File: src/hw/mrx_pkg.sv
// mrx_pkg: constants, register map and state types of the rx control / tx stats block
// assumes one pclk domain and an APB register port with 8-bit byte addresses
package mrx_pkg;
    localparam int ADDR_W = 8;
    localparam int DATA_BYTES = 8;
    localparam int BYTES_W = 4;
    localparam int LEN_W = 16;
    localparam int CNT_W = 16;
    localparam int PRE_W = 56;
    localparam int SFD_W = 8;
    // largest length counted as a standard packet, 9215 bytes
    localparam logic [LEN_W-1:0] MAX_STD_LEN = 16'h23FF;
    localparam logic [PRE_W-1:0] PREAMBLE = 56'h55555555555555;
    localparam logic [SFD_W-1:0] SFD = 8'hD5;
    localparam int LOCK_CNT_DEF = 64;
    localparam int RST_CYC_DEF = 4;

    localparam logic [ADDR_W-1:0] ADDR_CTRL = 8'h00;
    localparam logic [ADDR_W-1:0] ADDR_STAT = 8'h04;
    localparam logic [ADDR_W-1:0] ADDR_INT_STAT = 8'h08;
    localparam logic [ADDR_W-1:0] ADDR_INT_CLR = 8'h0C;
    localparam logic [ADDR_W-1:0] ADDR_INT_EN = 8'h10;

    localparam int CTRL_EN_BIT = 0;
    localparam int CTRL_PRE_BIT = 1;
    localparam int CTRL_SFD_BIT = 2;
    localparam int CTRL_RESYNC_BIT = 3;
    localparam logic CTRL_EN_RST = 1'h1;

    localparam int STAT_ACTIVE_BIT = 0;
    localparam int STAT_FRAME_BIT = 1;
    localparam int STAT_LOCK_BIT = 2;
    localparam int STAT_REALIGN_BIT = 3;

    localparam int INT_W = 5;
    localparam int EV_TX_LARGE = 0;
    localparam int EV_TX_ABORT = 1;
    localparam int EV_RX_PRE = 2;
    localparam int EV_RX_SFD = 3;
    localparam int EV_LOCK = 4;

    typedef enum logic [1:0] {AL_RESET, AL_HUNT, AL_LOCKED} mrx_al_t;
    typedef enum logic {RX_IDLE, RX_FRAME} mrx_rx_t;
endpackage : mrx_pkg

File: src/hw/mrx_txst_if.sv
// mrx_txst_if: transmit beat summary from the top to the tx statistics unit
// assumes both ends run on pclk
`timescale 1ns/1ps
interface mrx_txst_if;
    logic beat_valid;
    logic beat_eop;
    logic beat_err;
    logic [mrx_pkg::BYTES_W-1:0] beat_bytes;
    logic oversize;
    logic abort;
    modport mac (output beat_valid, beat_eop, beat_err, beat_bytes, input oversize, abort);
    modport stat (input beat_valid, beat_eop, beat_err, beat_bytes, output oversize, abort);
endinterface : mrx_txst_if

File: src/hw/mrx_rx_ctl.sv
// mrx_rx_ctl: receive path control (enable, preamble and delimiter checks, forced
// realignment) with tx oversize / abort statistics, an APB register file and an irq
// assumes all inputs are synchronous to pclk and come from logic in the same domain
`timescale 1ns/1ps
module mrx_rx_ctl #(
    parameter int LOCK_CNT = mrx_pkg::LOCK_CNT_DEF,
    parameter int RST_CYC = mrx_pkg::RST_CYC_DEF
) (
    input wire logic pclk,
    input wire logic presetn,
    input wire logic [mrx_pkg::ADDR_W-1:0] paddr,
    input wire logic psel,
    input wire logic penable,
    input wire logic pwrite,
    input wire logic [31:0] pwdata,
    output logic [31:0] prdata,
    output logic pready,
    output logic pslverr,
    input wire logic tx_beat_valid,
    input wire logic tx_beat_eop,
    input wire logic tx_beat_err,
    input wire logic [mrx_pkg::BYTES_W-1:0] tx_beat_bytes,
    input wire logic rx_in_valid,
    input wire logic rx_in_hdr_ok,
    input wire logic rx_in_start,
    input wire logic rx_in_term,
    input wire logic rx_in_err,
    input wire logic [63:0] rx_in_data,
    output logic rx_out_valid,
    output logic rx_out_sop,
    output logic rx_out_eop,
    output logic rx_out_err,
    output logic [63:0] rx_out_data,
    output logic stat_rx_packet,
    output logic stat_rx_bad_preamble,
    output logic stat_rx_bad_sfd,
    output logic stat_tx_oversize,
    output logic stat_tx_abort,
    output logic irq
);
    function automatic logic hit(
        input logic [mrx_pkg::ADDR_W-1:0] a,
        input logic [mrx_pkg::ADDR_W-1:0] off
    );
        hit = (a == off);
    endfunction : hit

    mrx_txst_if txst ();

    // register file state
    logic en_r, en_nxt;
    logic chk_pre_r, chk_pre_nxt;
    logic chk_sfd_r, chk_sfd_nxt;
    logic [mrx_pkg::INT_W-1:0] int_stat_r, int_stat_nxt;
    logic [mrx_pkg::INT_W-1:0] int_en_r, int_en_nxt;
    logic irq_r, irq_nxt;
    logic [31:0] prdata_r, prdata_nxt;
    logic pslverr_r, pslverr_nxt;
    logic wr;
    logic resync_req;
    logic [mrx_pkg::INT_W-1:0] clr;
    logic [mrx_pkg::INT_W-1:0] ev;

    // alignment state
    mrx_pkg::mrx_al_t al_st_r, al_st_nxt;
    logic [mrx_pkg::CNT_W-1:0] cnt_r, cnt_nxt;
    logic lock_ev_r, lock_ev_nxt;
    logic locked;

    // receive frame state
    mrx_pkg::mrx_rx_t rx_st_r, rx_st_nxt;
    logic first_r, first_nxt;
    logic herr_r, herr_nxt;
    logic eacc_r, eacc_nxt;
    logic ov_r, ov_nxt;
    logic osop_r, osop_nxt;
    logic oeop_r, oeop_nxt;
    logic oerr_r, oerr_nxt;
    logic [63:0] odata_r, odata_nxt;
    logic pkt_r, pkt_nxt;
    logic bpre_r, bpre_nxt;
    logic bsfd_r, bsfd_nxt;
    logic start_ok;

    // tx statistics
    assign txst.beat_valid = tx_beat_valid;
    assign txst.beat_eop = tx_beat_eop;
    assign txst.beat_err = tx_beat_err;
    assign txst.beat_bytes = tx_beat_bytes;

    mrx_tx_stat u_tx_stat (
        .pclk(pclk),
        .presetn(presetn),
        .st(txst.stat)
    );

    assign stat_tx_oversize = txst.oversize;
    assign stat_tx_abort = txst.abort;

    // apb slave: zero wait states, read data captured in the setup cycle
    assign pready = 1'h1;
    assign wr = psel && penable && pwrite;
    assign resync_req = wr && hit(paddr, mrx_pkg::ADDR_CTRL)
        && pwdata[mrx_pkg::CTRL_RESYNC_BIT];
    assign clr = (wr && hit(paddr, mrx_pkg::ADDR_INT_CLR)) ? pwdata[mrx_pkg::INT_W-1:0] : '0;
    assign locked = (al_st_r == mrx_pkg::AL_LOCKED);

    always_comb
    begin
        ev = '0;
        ev[mrx_pkg::EV_TX_LARGE] = txst.oversize;
        ev[mrx_pkg::EV_TX_ABORT] = txst.abort;
        ev[mrx_pkg::EV_RX_PRE] = bpre_r;
        ev[mrx_pkg::EV_RX_SFD] = bsfd_r;
        ev[mrx_pkg::EV_LOCK] = lock_ev_r;
    end

    always_comb
    begin
        en_nxt = en_r;
        chk_pre_nxt = chk_pre_r;
        chk_sfd_nxt = chk_sfd_r;
        int_en_nxt = int_en_r;
        if (wr && hit(paddr, mrx_pkg::ADDR_CTRL))
        begin
            en_nxt = pwdata[mrx_pkg::CTRL_EN_BIT];
            chk_pre_nxt = pwdata[mrx_pkg::CTRL_PRE_BIT];
            chk_sfd_nxt = pwdata[mrx_pkg::CTRL_SFD_BIT];
        end
        if (wr && hit(paddr, mrx_pkg::ADDR_INT_EN))
            int_en_nxt = pwdata[mrx_pkg::INT_W-1:0];
        // a new event wins over a clear in the same cycle
        int_stat_nxt = (int_stat_r & ~clr) | ev;
        irq_nxt = |(int_stat_nxt & int_en_nxt);
        prdata_nxt = prdata_r;
        pslverr_nxt = 1'h0;
        if (psel && !penable)
        begin
            prdata_nxt = '0;
            if (hit(paddr, mrx_pkg::ADDR_CTRL))
            begin
                prdata_nxt[mrx_pkg::CTRL_EN_BIT] = en_r;
                prdata_nxt[mrx_pkg::CTRL_PRE_BIT] = chk_pre_r;
                prdata_nxt[mrx_pkg::CTRL_SFD_BIT] = chk_sfd_r;
            end
            else if (hit(paddr, mrx_pkg::ADDR_STAT))
            begin
                prdata_nxt[mrx_pkg::STAT_ACTIVE_BIT] = en_r || rx_st_r == mrx_pkg::RX_FRAME;
                prdata_nxt[mrx_pkg::STAT_FRAME_BIT] = rx_st_r == mrx_pkg::RX_FRAME;
                prdata_nxt[mrx_pkg::STAT_LOCK_BIT] = locked;
                prdata_nxt[mrx_pkg::STAT_REALIGN_BIT] = al_st_r == mrx_pkg::AL_RESET;
            end
            else if (hit(paddr, mrx_pkg::ADDR_INT_STAT))
                prdata_nxt[mrx_pkg::INT_W-1:0] = int_stat_r;
            else if (hit(paddr, mrx_pkg::ADDR_INT_EN))
                prdata_nxt[mrx_pkg::INT_W-1:0] = int_en_r;
            else if (!hit(paddr, mrx_pkg::ADDR_INT_CLR))
                pslverr_nxt = 1'h1;
        end
        else if (psel)
            pslverr_nxt = pslverr_r;
    end

    always_ff @(posedge pclk or negedge presetn)
    begin
        if (!presetn)
        begin
            en_r <= mrx_pkg::CTRL_EN_RST;
            chk_pre_r <= 1'h0;
            chk_sfd_r <= 1'h0;
            int_stat_r <= '0;
            int_en_r <= '0;
            irq_r <= 1'h0;
            prdata_r <= '0;
            pslverr_r <= 1'h0;
        end
        else
        begin
            en_r <= en_nxt;
            chk_pre_r <= chk_pre_nxt;
            chk_sfd_r <= chk_sfd_nxt;
            int_stat_r <= int_stat_nxt;
            int_en_r <= int_en_nxt;
            irq_r <= irq_nxt;
            prdata_r <= prdata_nxt;
            pslverr_r <= pslverr_nxt;
        end
    end

    assign prdata = prdata_r;
    assign pslverr = pslverr_r;
    assign irq = irq_r;

    // alignment: hunt for LOCK_CNT good block headers from reset; a resync first holds in AL_RESET for RST_CYC cycles
    always_comb
    begin
        al_st_nxt = al_st_r;
        cnt_nxt = cnt_r;
        lock_ev_nxt = 1'h0;
        if (resync_req)
        begin
            al_st_nxt = mrx_pkg::AL_RESET;
            cnt_nxt = '0;
        end
        else
        begin
            case (al_st_r)
                mrx_pkg::AL_RESET:
                begin
                    if (cnt_r == mrx_pkg::CNT_W'(RST_CYC - 1))
                    begin
                        al_st_nxt = mrx_pkg::AL_HUNT;
                        cnt_nxt = '0;
                    end
                    else
                        cnt_nxt = cnt_r + 1'h1;
                end
                mrx_pkg::AL_HUNT:
                begin
                    if (rx_in_valid && rx_in_hdr_ok)
                    begin
                        if (cnt_r == mrx_pkg::CNT_W'(LOCK_CNT - 1))
                        begin
                            al_st_nxt = mrx_pkg::AL_LOCKED;
                            cnt_nxt = '0;
                            lock_ev_nxt = 1'h1;
                        end
                        else
                            cnt_nxt = cnt_r + 1'h1;
                    end
                    else if (rx_in_valid)
                        cnt_nxt = '0;
                end
                mrx_pkg::AL_LOCKED:
                begin
                    if (rx_in_valid && !rx_in_hdr_ok)
                    begin
                        al_st_nxt = mrx_pkg::AL_HUNT;
                        cnt_nxt = '0;
                    end
                end
                default:
                begin
                    al_st_nxt = mrx_pkg::AL_HUNT;
                    cnt_nxt = '0;
                end
            endcase
        end
    end

    always_ff @(posedge pclk or negedge presetn)
    begin
        if (!presetn)
        begin
            al_st_r <= mrx_pkg::AL_HUNT;
            cnt_r <= '0;
            lock_ev_r <= 1'h0;
        end
        else
        begin
            al_st_r <= al_st_nxt;
            cnt_r <= cnt_nxt;
            lock_ev_r <= lock_ev_nxt;
        end
    end

    // frames start only while enabled; one already running is finished unless a resync or loss of lock cuts it short
    assign start_ok = en_r && locked && !resync_req && rx_in_valid && rx_in_start;

    always_comb
    begin
        rx_st_nxt = rx_st_r;
        first_nxt = first_r;
        herr_nxt = herr_r;
        eacc_nxt = eacc_r;
        ov_nxt = 1'h0;
        osop_nxt = 1'h0;
        oeop_nxt = 1'h0;
        oerr_nxt = 1'h0;
        odata_nxt = odata_r;
        pkt_nxt = 1'h0;
        bpre_nxt = 1'h0;
        bsfd_nxt = 1'h0;
        case (rx_st_r)
            mrx_pkg::RX_IDLE:
            begin
                if (start_ok)
                begin
                    rx_st_nxt = mrx_pkg::RX_FRAME;
                    first_nxt = 1'h1;
                    eacc_nxt = 1'h0;
                    bpre_nxt = chk_pre_r
                        && rx_in_data[mrx_pkg::PRE_W-1:0] != mrx_pkg::PREAMBLE;
                    bsfd_nxt = chk_sfd_r
                        && rx_in_data[63:mrx_pkg::PRE_W] != mrx_pkg::SFD;
                    herr_nxt = bpre_nxt || bsfd_nxt;
                end
            end
            mrx_pkg::RX_FRAME:
            begin
                if (resync_req || !locked)
                begin
                    // cut the frame short; close it only if a beat already left
                    rx_st_nxt = mrx_pkg::RX_IDLE;
                    if (!first_r)
                    begin
                        ov_nxt = 1'h1;
                        oeop_nxt = 1'h1;
                        oerr_nxt = 1'h1;
                        odata_nxt = '0;
                    end
                end
                else if (rx_in_valid)
                begin
                    ov_nxt = 1'h1;
                    osop_nxt = first_r;
                    first_nxt = 1'h0;
                    odata_nxt = rx_in_data;
                    if (rx_in_term)
                    begin
                        oeop_nxt = 1'h1;
                        oerr_nxt = herr_r || eacc_r || rx_in_err;
                        pkt_nxt = 1'h1;
                        rx_st_nxt = mrx_pkg::RX_IDLE;
                    end
                    else
                        eacc_nxt = eacc_r || rx_in_err;
                end
            end
            default:
                rx_st_nxt = mrx_pkg::RX_IDLE;
        endcase
    end

    always_ff @(posedge pclk or negedge presetn)
    begin
        if (!presetn)
        begin
            rx_st_r <= mrx_pkg::RX_IDLE;
            first_r <= 1'h0;
            herr_r <= 1'h0;
            eacc_r <= 1'h0;
            ov_r <= 1'h0;
            osop_r <= 1'h0;
            oeop_r <= 1'h0;
            oerr_r <= 1'h0;
            odata_r <= '0;
            pkt_r <= 1'h0;
            bpre_r <= 1'h0;
            bsfd_r <= 1'h0;
        end
        else
        begin
            rx_st_r <= rx_st_nxt;
            first_r <= first_nxt;
            herr_r <= herr_nxt;
            eacc_r <= eacc_nxt;
            ov_r <= ov_nxt;
            osop_r <= osop_nxt;
            oeop_r <= oeop_nxt;
            oerr_r <= oerr_nxt;
            odata_r <= odata_nxt;
            pkt_r <= pkt_nxt;
            bpre_r <= bpre_nxt;
            bsfd_r <= bsfd_nxt;
        end
    end

    assign rx_out_valid = ov_r;
    assign rx_out_sop = osop_r;
    assign rx_out_eop = oeop_r;
    assign rx_out_err = oerr_r;
    assign rx_out_data = odata_r;
    assign stat_rx_packet = pkt_r;
    assign stat_rx_bad_preamble = bpre_r;
    assign stat_rx_bad_sfd = bsfd_r;
endmodule : mrx_rx_ctl

File: src/hw/mrx_tx_stat.sv
// mrx_tx_stat: per-packet byte count and the oversize / abort increment pulses
// assumes beats arrive on pclk with a byte count of 1 to DATA_BYTES
`timescale 1ns/1ps
module mrx_tx_stat (
    input wire logic pclk,
    input wire logic presetn,
    mrx_txst_if.stat st
);
    logic [mrx_pkg::LEN_W-1:0] len_r, len_nxt;
    logic [mrx_pkg::LEN_W:0] sum;
    logic large_r, large_nxt;
    logic abort_r, abort_nxt;

    always_comb
    begin
        sum = {1'h0, len_r} + {{(mrx_pkg::LEN_W + 1 - mrx_pkg::BYTES_W){1'h0}}, st.beat_bytes};
        len_nxt = len_r;
        large_nxt = 1'h0;
        abort_nxt = 1'h0;
        if (st.beat_valid)
        begin
            if (st.beat_eop)
            begin
                len_nxt = '0;
                large_nxt = sum > {1'h0, mrx_pkg::MAX_STD_LEN};
                abort_nxt = st.beat_err;
            end
            else if (sum[mrx_pkg::LEN_W])
                len_nxt = '1;
            else
                len_nxt = sum[mrx_pkg::LEN_W-1:0];
        end
    end

    always_ff @(posedge pclk or negedge presetn)
    begin
        if (!presetn)
        begin
            len_r <= '0;
            large_r <= 1'h0;
            abort_r <= 1'h0;
        end
        else
        begin
            len_r <= len_nxt;
            large_r <= large_nxt;
            abort_r <= abort_nxt;
        end
    end

    assign st.oversize = large_r;
    assign st.abort = abort_r;
endmodule : mrx_tx_stat

File: config.mk
export PLATFORM = sky130hd
export DESIGN_NAME = mrx_rx_ctl
export DESIGN_NICKNAME = d
export VERILOG_FILES = /design/src/hw/mrx_pkg.sv /design/src/hw/mrx_txst_if.sv /design/src/hw/mrx_rx_ctl.sv /design/src/hw/mrx_tx_stat.sv
export SDC_FILE = /design/constraint.sdc
export NUM_CORES = 1
export LEC_CHECK = 0
export ABC_CLOCK_PERIOD_IN_PS = 2400
export BUFFER_PORTS_ARGS = -buffer_cell sky130_fd_sc_hd__buf_2
export CORE_AREA = 2 2 142 110
export CTS_CLUSTER_DIAMETER = 50
export DETAILED_ROUTE_END_ITERATION = 10
export DIE_AREA = 0 0 144 112
export GPL_ROUTABILITY_DRIVEN = 0
export PLACE_DENSITY = 0.77
export SYNTH_ARGS = -nofsm -noshare
export SYNTH_HDL_FRONTEND = slang
export SYNTH_SLANG_ARGS = --single-unit
File: constraint.sdc
create_clock -name pclk -period 2.4 [get_ports pclk]
set_input_delay 0.36 -clock pclk [delete_from_list [all_inputs] [get_ports pclk]]
set_output_delay 0.36 -clock pclk [all_outputs]
set_load 0.005 [all_outputs]
* Word-level counts from Yosys, hierarchy flattened
Cells that the tools add are included.
Storage, ports and cells: output and inout port bits 108, logic and storage cells 166, register bits after elaboration 132, bits of input ports 121
Cells by class: add/subtract/negate cells 2, equal/unequal tests 21, bitwise gates (word level) 5, mux-type cells 76, reduce and logical (&&, ||, !) cells 35, $lt $le $gt $ge 1
Operators with widths (number):
- $mux W64 | 3
- $mux W16 | 8
- $ne A56 B55 Y1 const B | 1
- $mux W1 | 48
- $pmux W16 S3 | 1
- $mux W5 | 4
- $add A16 B4 Y17 | 1
- $gt A17 B14 Y1 const B | 1
- $add A16 B1 Y16 const B | 1
- $eq A16 B2 Y1 const B | 1
- $eq A16 B6 Y1 const B | 1
- $eq A8 B4 Y1 const B | 2
- $logic_and A1 B1 Y1 | 15
- $mux W2 | 6
- $and A5 B5 Y5 | 2
- $ne A2 B2 Y1 const B | 5
- $eq A8 B3 Y1 const B | 1
- $eq A8 B5 Y1 const B | 1
- $logic_not A8 Y1 | 1
- $ne A8 B8 Y1 const B | 1
- $reduce_and A4 Y1 | 2
- $logic_or A1 B1 Y1 | 6
- $ne A3 B2 Y1 const B | 2
- $ne A3 B3 Y1 const B | 2
- other kinds (17) | 24

* Depth between registers and ports, before layout
depth in word-level cells 10, gate-level depth with buffers 10

* By module
From an unflattened synthesis, not the netlist that was laid out.
Unflattened totals: cell total of the unflattened synthesis 711, area, all modules 6667.6 µm²
By module, submodules not included:
- mrx_rx_ctl | area each 5481.5 µm², instances 1, cells an instance 587
- mrx_tx_stat | area each 1186.1 µm², instances 1, cells an instance 124

* Worst setup path before layout
OpenSTA, ideal clock, no wires.
path type input-to-reg, from input paddr[6] (netlist bit), to register irq_r, in the netlist irq, data arrival time 2.338 ns, slack -0.069 ns, cell stages on the path 7, library setup time 0.131 ns, buffers on the path 1, data required time 2.269 ns, cell sequence or4_4 > or2_2 > clkbuf_1 > nor3_4 > mux2_2 > a222oi_1 > nand2_1
Between the ends: elaborated cells on any way between the ends 11, classes of those cells eq/ne: 2; mux: 2; bitwise: 4; reduce/logical: 3
RTL lines:
- start, declared | RTL line mrx_rx_ctl.sv:11 | input wire logic [mrx_pkg::ADDR_W-1:0] paddr,
- $eq A8 B5 Y1 | RTL line mrx_rx_ctl.sv:45 | hit = (a == off);
- $logic_and A1 B1 Y1 | RTL line mrx_rx_ctl.sv:130 | if (wr && hit(paddr, mrx_pkg::ADDR_INT_EN))
- $mux W5 | RTL line mrx_rx_ctl.sv:130
- net int_en_nxt, one bit | RTL line mrx_rx_ctl.sv:55 | logic [mrx_pkg::INT_W-1:0] int_en_r, int_en_nxt;
- $and A5 B5 Y5 | RTL line mrx_rx_ctl.sv:134 | irq_nxt = |(int_stat_nxt & int_en_nxt);
- $reduce_or A5 Y1 | RTL line mrx_rx_ctl.sv:134
- net irq_nxt | RTL line mrx_rx_ctl.sv:56 | logic irq_r, irq_nxt;
- end signal, assigned | RTL line mrx_rx_ctl.sv:184 | irq_r <= irq_nxt;
- end, declared | RTL line mrx_rx_ctl.sv:56
The timed path passes the listed nets, and every way through them passes these cells. A chain may end at the register's enable or synchronous reset.

* Final worst setup path
from register cnt_r[0] (netlist bit), to register cnt_r[14] (netlist bit)
Between the ends: longest elaborated chain between the ends 5, elaborated cells on any way between the ends 8, classes of those cells add/sub: 1; eq/ne: 2; mux: 5
Ends and longest elaborated chain:
- start, declared | RTL line mrx_rx_ctl.sv:66 | logic [mrx_pkg::CNT_W-1:0] cnt_r, cnt_nxt;
- start signal, assigned | RTL line mrx_rx_ctl.sv:262 | cnt_r <= cnt_nxt;
- $add A16 B1 Y16 / $eq A16 B6 Y1 (equally long branches) | RTL line mrx_rx_ctl.sv:216, mrx_rx_ctl.sv:229, mrx_rx_ctl.sv:222
- $mux W16 | RTL line mrx_rx_ctl.sv:222 | if (cnt_r == mrx_pkg::CNT_W'(LOCK_CNT - 1))
- $mux W16 | RTL line mrx_rx_ctl.sv:220 | if (rx_in_valid && rx_in_hdr_ok)
- $pmux W16 S3 * | RTL line mrx_rx_ctl.sv:207 | case (al_st_r)
- $mux W16 * | RTL line mrx_rx_ctl.sv:200 | if (resync_req)
Mark *: on every way between the ends. The rest lies on a longest branch, timed or not.

==> results.py <==
metrics = {
    "outcome": {
        "status": "completed",
    },
    "sta": {
        "finalCritPeriodShare_pct": 94.1,
        "finalSetupViolCount": 0,
        "rsz0062_at_grt": "no",
        "max_slew_margin_pct": 62.2,
        "hold_viol": 0,
        "tightestPinTransition_ps": 552,
        "timing.fmax_mhz": 443,
        "finClkSkew_ps": 7.04,
        "slew_violations": 0,
        "min_period_ps": 2260,
    },
    "synth": {
        "ys_ff_latch": 132,
        "seq_area_frac_synth_pct": 50.7,
        "synth-edff-count": 0,
        "ys.flop_type": "dfrtp_1",
        "synth_compound_area_share_pct": 16.0,
        "synth_cells": 703,
        "synth_xor_area_share_pct": 0.403,
        "yosysWarnings": 0,
        "synthAdderAreaFrac_pct": 1.27,
        "synth_top_family_by_area": "simple AND/OR/NAND/NOR gates",
        "synthMuxAreaShare_pct": 2.00,
        "synth_cell_type_count": 68,
        "syn_avg_cell_area_sq_um": 9.27,
        "synthesis.area_sq_um": 6520,
        "async_flop_share_pct": 100,
        "yosys.area_share.simple_pct": 22.9,
    },
    "floorplan": {
        "dieArea_sq_um": 16100,
        "core_area_sq_um": 14800,
        "row_count": 39,
        "die-height_um": 112,
        "ioPinCount": 229,
        "start_util_pct": 44.1,
        "die_w_um": 144,
    },
    "global_routing": {
        "grt_max_degree": 65,
        "track_usage_pct": 21.7,
        "grt_pass1_vias": 5529,
        "overflow": 0,
        "antenna_found_initial": 0,
        "grt_first_pass_wirelength_mm": 27.5,
    },
    "power": {
        "power_mw": 5.19,
        "worst_ir_drop_vdd_mv": 0.475,
        "p_leak_nw": 4.10,
        "powerDensity_nw_per_um2": 627,
    },
    "placement": {
        "dpl.hpwl_mm": 12.3,
        "io_buffers": 173,
    },
    "critical_path": {
        "critical_path_required_ps": 2750,
        "end_kind": "register",
        "critPathKind": "register to register",
        "critPathMaxFanout": 5,
        "start_kind": "register",
        "cp.arrival_ps": 2610,
    },
    "routing": {
        "drcViolationCount": 0,
        "routed_wl_mm": 16.7,
        "wire_per_inst_um": 15.0,
        "drt_pass1_iterations": 5,
        "drtAntennaViolNets": 0,
        "viasPerCell": 5.15,
        "drtIter0Drc": 448,
        "vias": 5728,
    },
    "finish": {
        "final_nets": 1021,
        "fin_util_pct": 56.0,
        "multi_input_area_sq_um": 2900,
        "drive_gt1_share_pct": 28.9,
        "nFillCells": 1340,
        "syn_to_final_growth_pct": 27.0,
        "seqCellArea_sq_um": 3310,
        "antenna_cells": 0,
    },
    "cts": {
        "clock-sinks": 132,
        "cts_root_buf": "clkbuf_16",
        "cts_made_buffers": 17,
        "h-tree-depth": 4,
        "clkLatencyLatePin_ps": 420,
        "cts_buffer_depth": 2,
        "postCtsSetupBuffers": 0,
        "cts_tree": "built",
        "path_clk_slew_ps": 60,
    },
    "hold_path": {
        "hp-class": "input pin to register",
    },
    "job": {
        "cap_violations": 0,
    },
}
final cells by class:
cell class / instances / share of cell area, %
Sequential cell: 132 / 39.9
Multi-Input combinational cell: 520 / 35.1
Timing Repair Buffer: 208 / 14.3
Clock buffer: 18 / 5.18
Tap cell: 205 / 3.10
Clock inverter: 14 / 1.68
Inverter: 15 / 0.680
power breakdown:
part	leakage, nW	switching [mW]	internal, mW	total, mW
combinational	2.01	0.235	0.179	0.413
clock	0.275	0.975	1.52	2.49
sequential	1.82	0.0241	2.26	2.28
registers in the layout, indices dropped and copies added, names as in the netlist, 2 cells and up:
| register | count |
|---|---|
| al_st_r | 2 |
| cnt_r | 16 |
| int_en_r | 5 |
| int_stat_r | 5 |
| prdata | 5 |
| rx_out_data | 64 |
| u_tx_stat.len_r | 16 |
cell usage after synthesis (3+ instances only):
master / number / area (sq um)
nor4_1: 3 / 18.8
dfrtp_1: 130 / 3250
nor2_1: 24 / 90.1
clkbuf_1: 20 / 75.1
and3_1: 20 / 125
buf_2: 9 / 45.0
a31oi_1: 6 / 37.5
ha_1: 5 / 62.6
mux2i_1: 4 / 40.0
nor2b_1: 4 / 25.0
nor3_1: 7 / 35.0
o311ai_0: 4 / 35.0
o21bai_1: 4 / 30.0
o21ai_1: 16 / 80.1
o2bb2ai_1: 4 / 35.0
a21o_1: 7 / 52.6
and4_1: 3 / 26.3
nand4_1: 7 / 43.8
o21ai_0: 67 / 335
o21a_1: 7 / 52.6
mux2_2: 8 / 90.1
inv_1: 15 / 56.3
buf_4: 28 / 210
buf_6: 4 / 45.0
nand2b_1: 5 / 31.3
o41ai_1: 3 / 26.3
or3_1: 8 / 50.1
nand2_1: 163 / 612
a31o_2: 3 / 26.3
and2_1: 7 / 43.8
nand3_1: 24 / 120
a22o_1: 5 / 43.8
nor4bb_1: 11 / 110
a21oi_1: 23 / 115
critical path: stages (launching register included):
cell	delay [ps]
dfrtp_1	400
ha_1	230
and3_1	220
and3_1	200
a21boi_1	190
o21ai_1	180
buf_4	200
or4_1	490
nand3_1	90
kinds of logic (layout without fill, tap and decap cells):
family                   after synthesis  count (layout)
multiplexers                          12              12
AND/OR/NAND/NOR                      303             303
XOR/XNOR                               3               3
flip-flops                           132             132
other                                  2              28
adder cells (fa/ha/maj)                6               6
buffers and inverters                 77             255
AO/OA/AOI/OAI                        168             168
placed cells by master, fill, tap and decap left out, drive strengths merged, types with 4 or more instances in the layout:
| cell type | synthesis | layout |
|---|---|---|
| o21bai | 4 | 4 |
| or4 | 4 | 4 |
| nor3 | 8 | 8 |
| a31oi | 6 | 6 |
| nor4 | 4 | 4 |
| buf | 41 | 207 |
| inv | 15 | 15 |
| nand2b | 5 | 5 |
| o2bb2ai | 4 | 4 |
| dfrtp | 130 | 130 |
| and2 | 7 | 7 |
| nor2b | 4 | 4 |
| nand4 | 7 | 7 |
| clkinv | 0 | 9 |
| nor4bb | 11 | 11 |
| a22o | 5 | 5 |
| and3 | 20 | 20 |
| a21o | 7 | 7 |
| nor2 | 24 | 24 |
| o21ai | 83 | 83 |
| o311ai | 4 | 4 |
| a21oi | 23 | 23 |
| o21a | 7 | 7 |
| or3 | 8 | 8 |
| conb | 2 | 28 |
| mux2i | 4 | 4 |
| mux2 | 8 | 8 |
| clkbuf | 21 | 18 |
| nand2 | 164 | 164 |
| nand3 | 24 | 24 |
| ha | 5 | 5 |
metal layers:
layer  wire [um]  vias to the layer above  global-route usage [%]
met5           0                        -                       0
met4         229                        0                    6.34
met3        1020                       25                    6.41
met2        7710                      173                    32.5
met1        7770                     2730                    30.6
li1            -                     2800                       -
worst paths after layout:
path                       slack [ps]                           to  cells after the start                             from
max                               140        cnt_r[14]$_DFFE_PN0P_                      8             cnt_r[0]$_DFFE_PN0P_
max reg2reg                       140        cnt_r[14]$_DFFE_PN0P_                      8             cnt_r[0]$_DFFE_PN0P_
max in group asynchronous        1300             en_r$_DFFE_PN1P_                      3                          presetn
min in group asynchronous         410  rx_out_data[40]$_DFFE_PN0P_                      2                          presetn
min                               170          lock_ev_r$_DFF_PN0_                      2                        pwdata[3]
min reg2reg                       470      int_stat_r[0]$_DFF_PN0_                      1  u_tx_stat.st.oversize$_DFF_PN0_
per-stage QoR:
stage               setup WS [ps]  area (sq um)  cells  setup TNS (ps)  hold WS [ps]
floorplan                   -11.3          6640    729           -11.3          64.4
global placement             -104          7700   1079            -929           289
detailed placement           -137          7700   1079           -2300           290
CTS                          81.1          8280   1112               0           159
global route                 41.8          8280   1112               0           161
finish                        142          8280   1112               0           174
timing repair:
action / in CTS / in global routing
endpoints found under the hold margin: 34 / 0
hold buffers: 1 / 0
endpoints found under the setup margin: 1 / 5
resized for setup: 1 / 3
No activity file was read; power rests on OpenSTA's default activity.
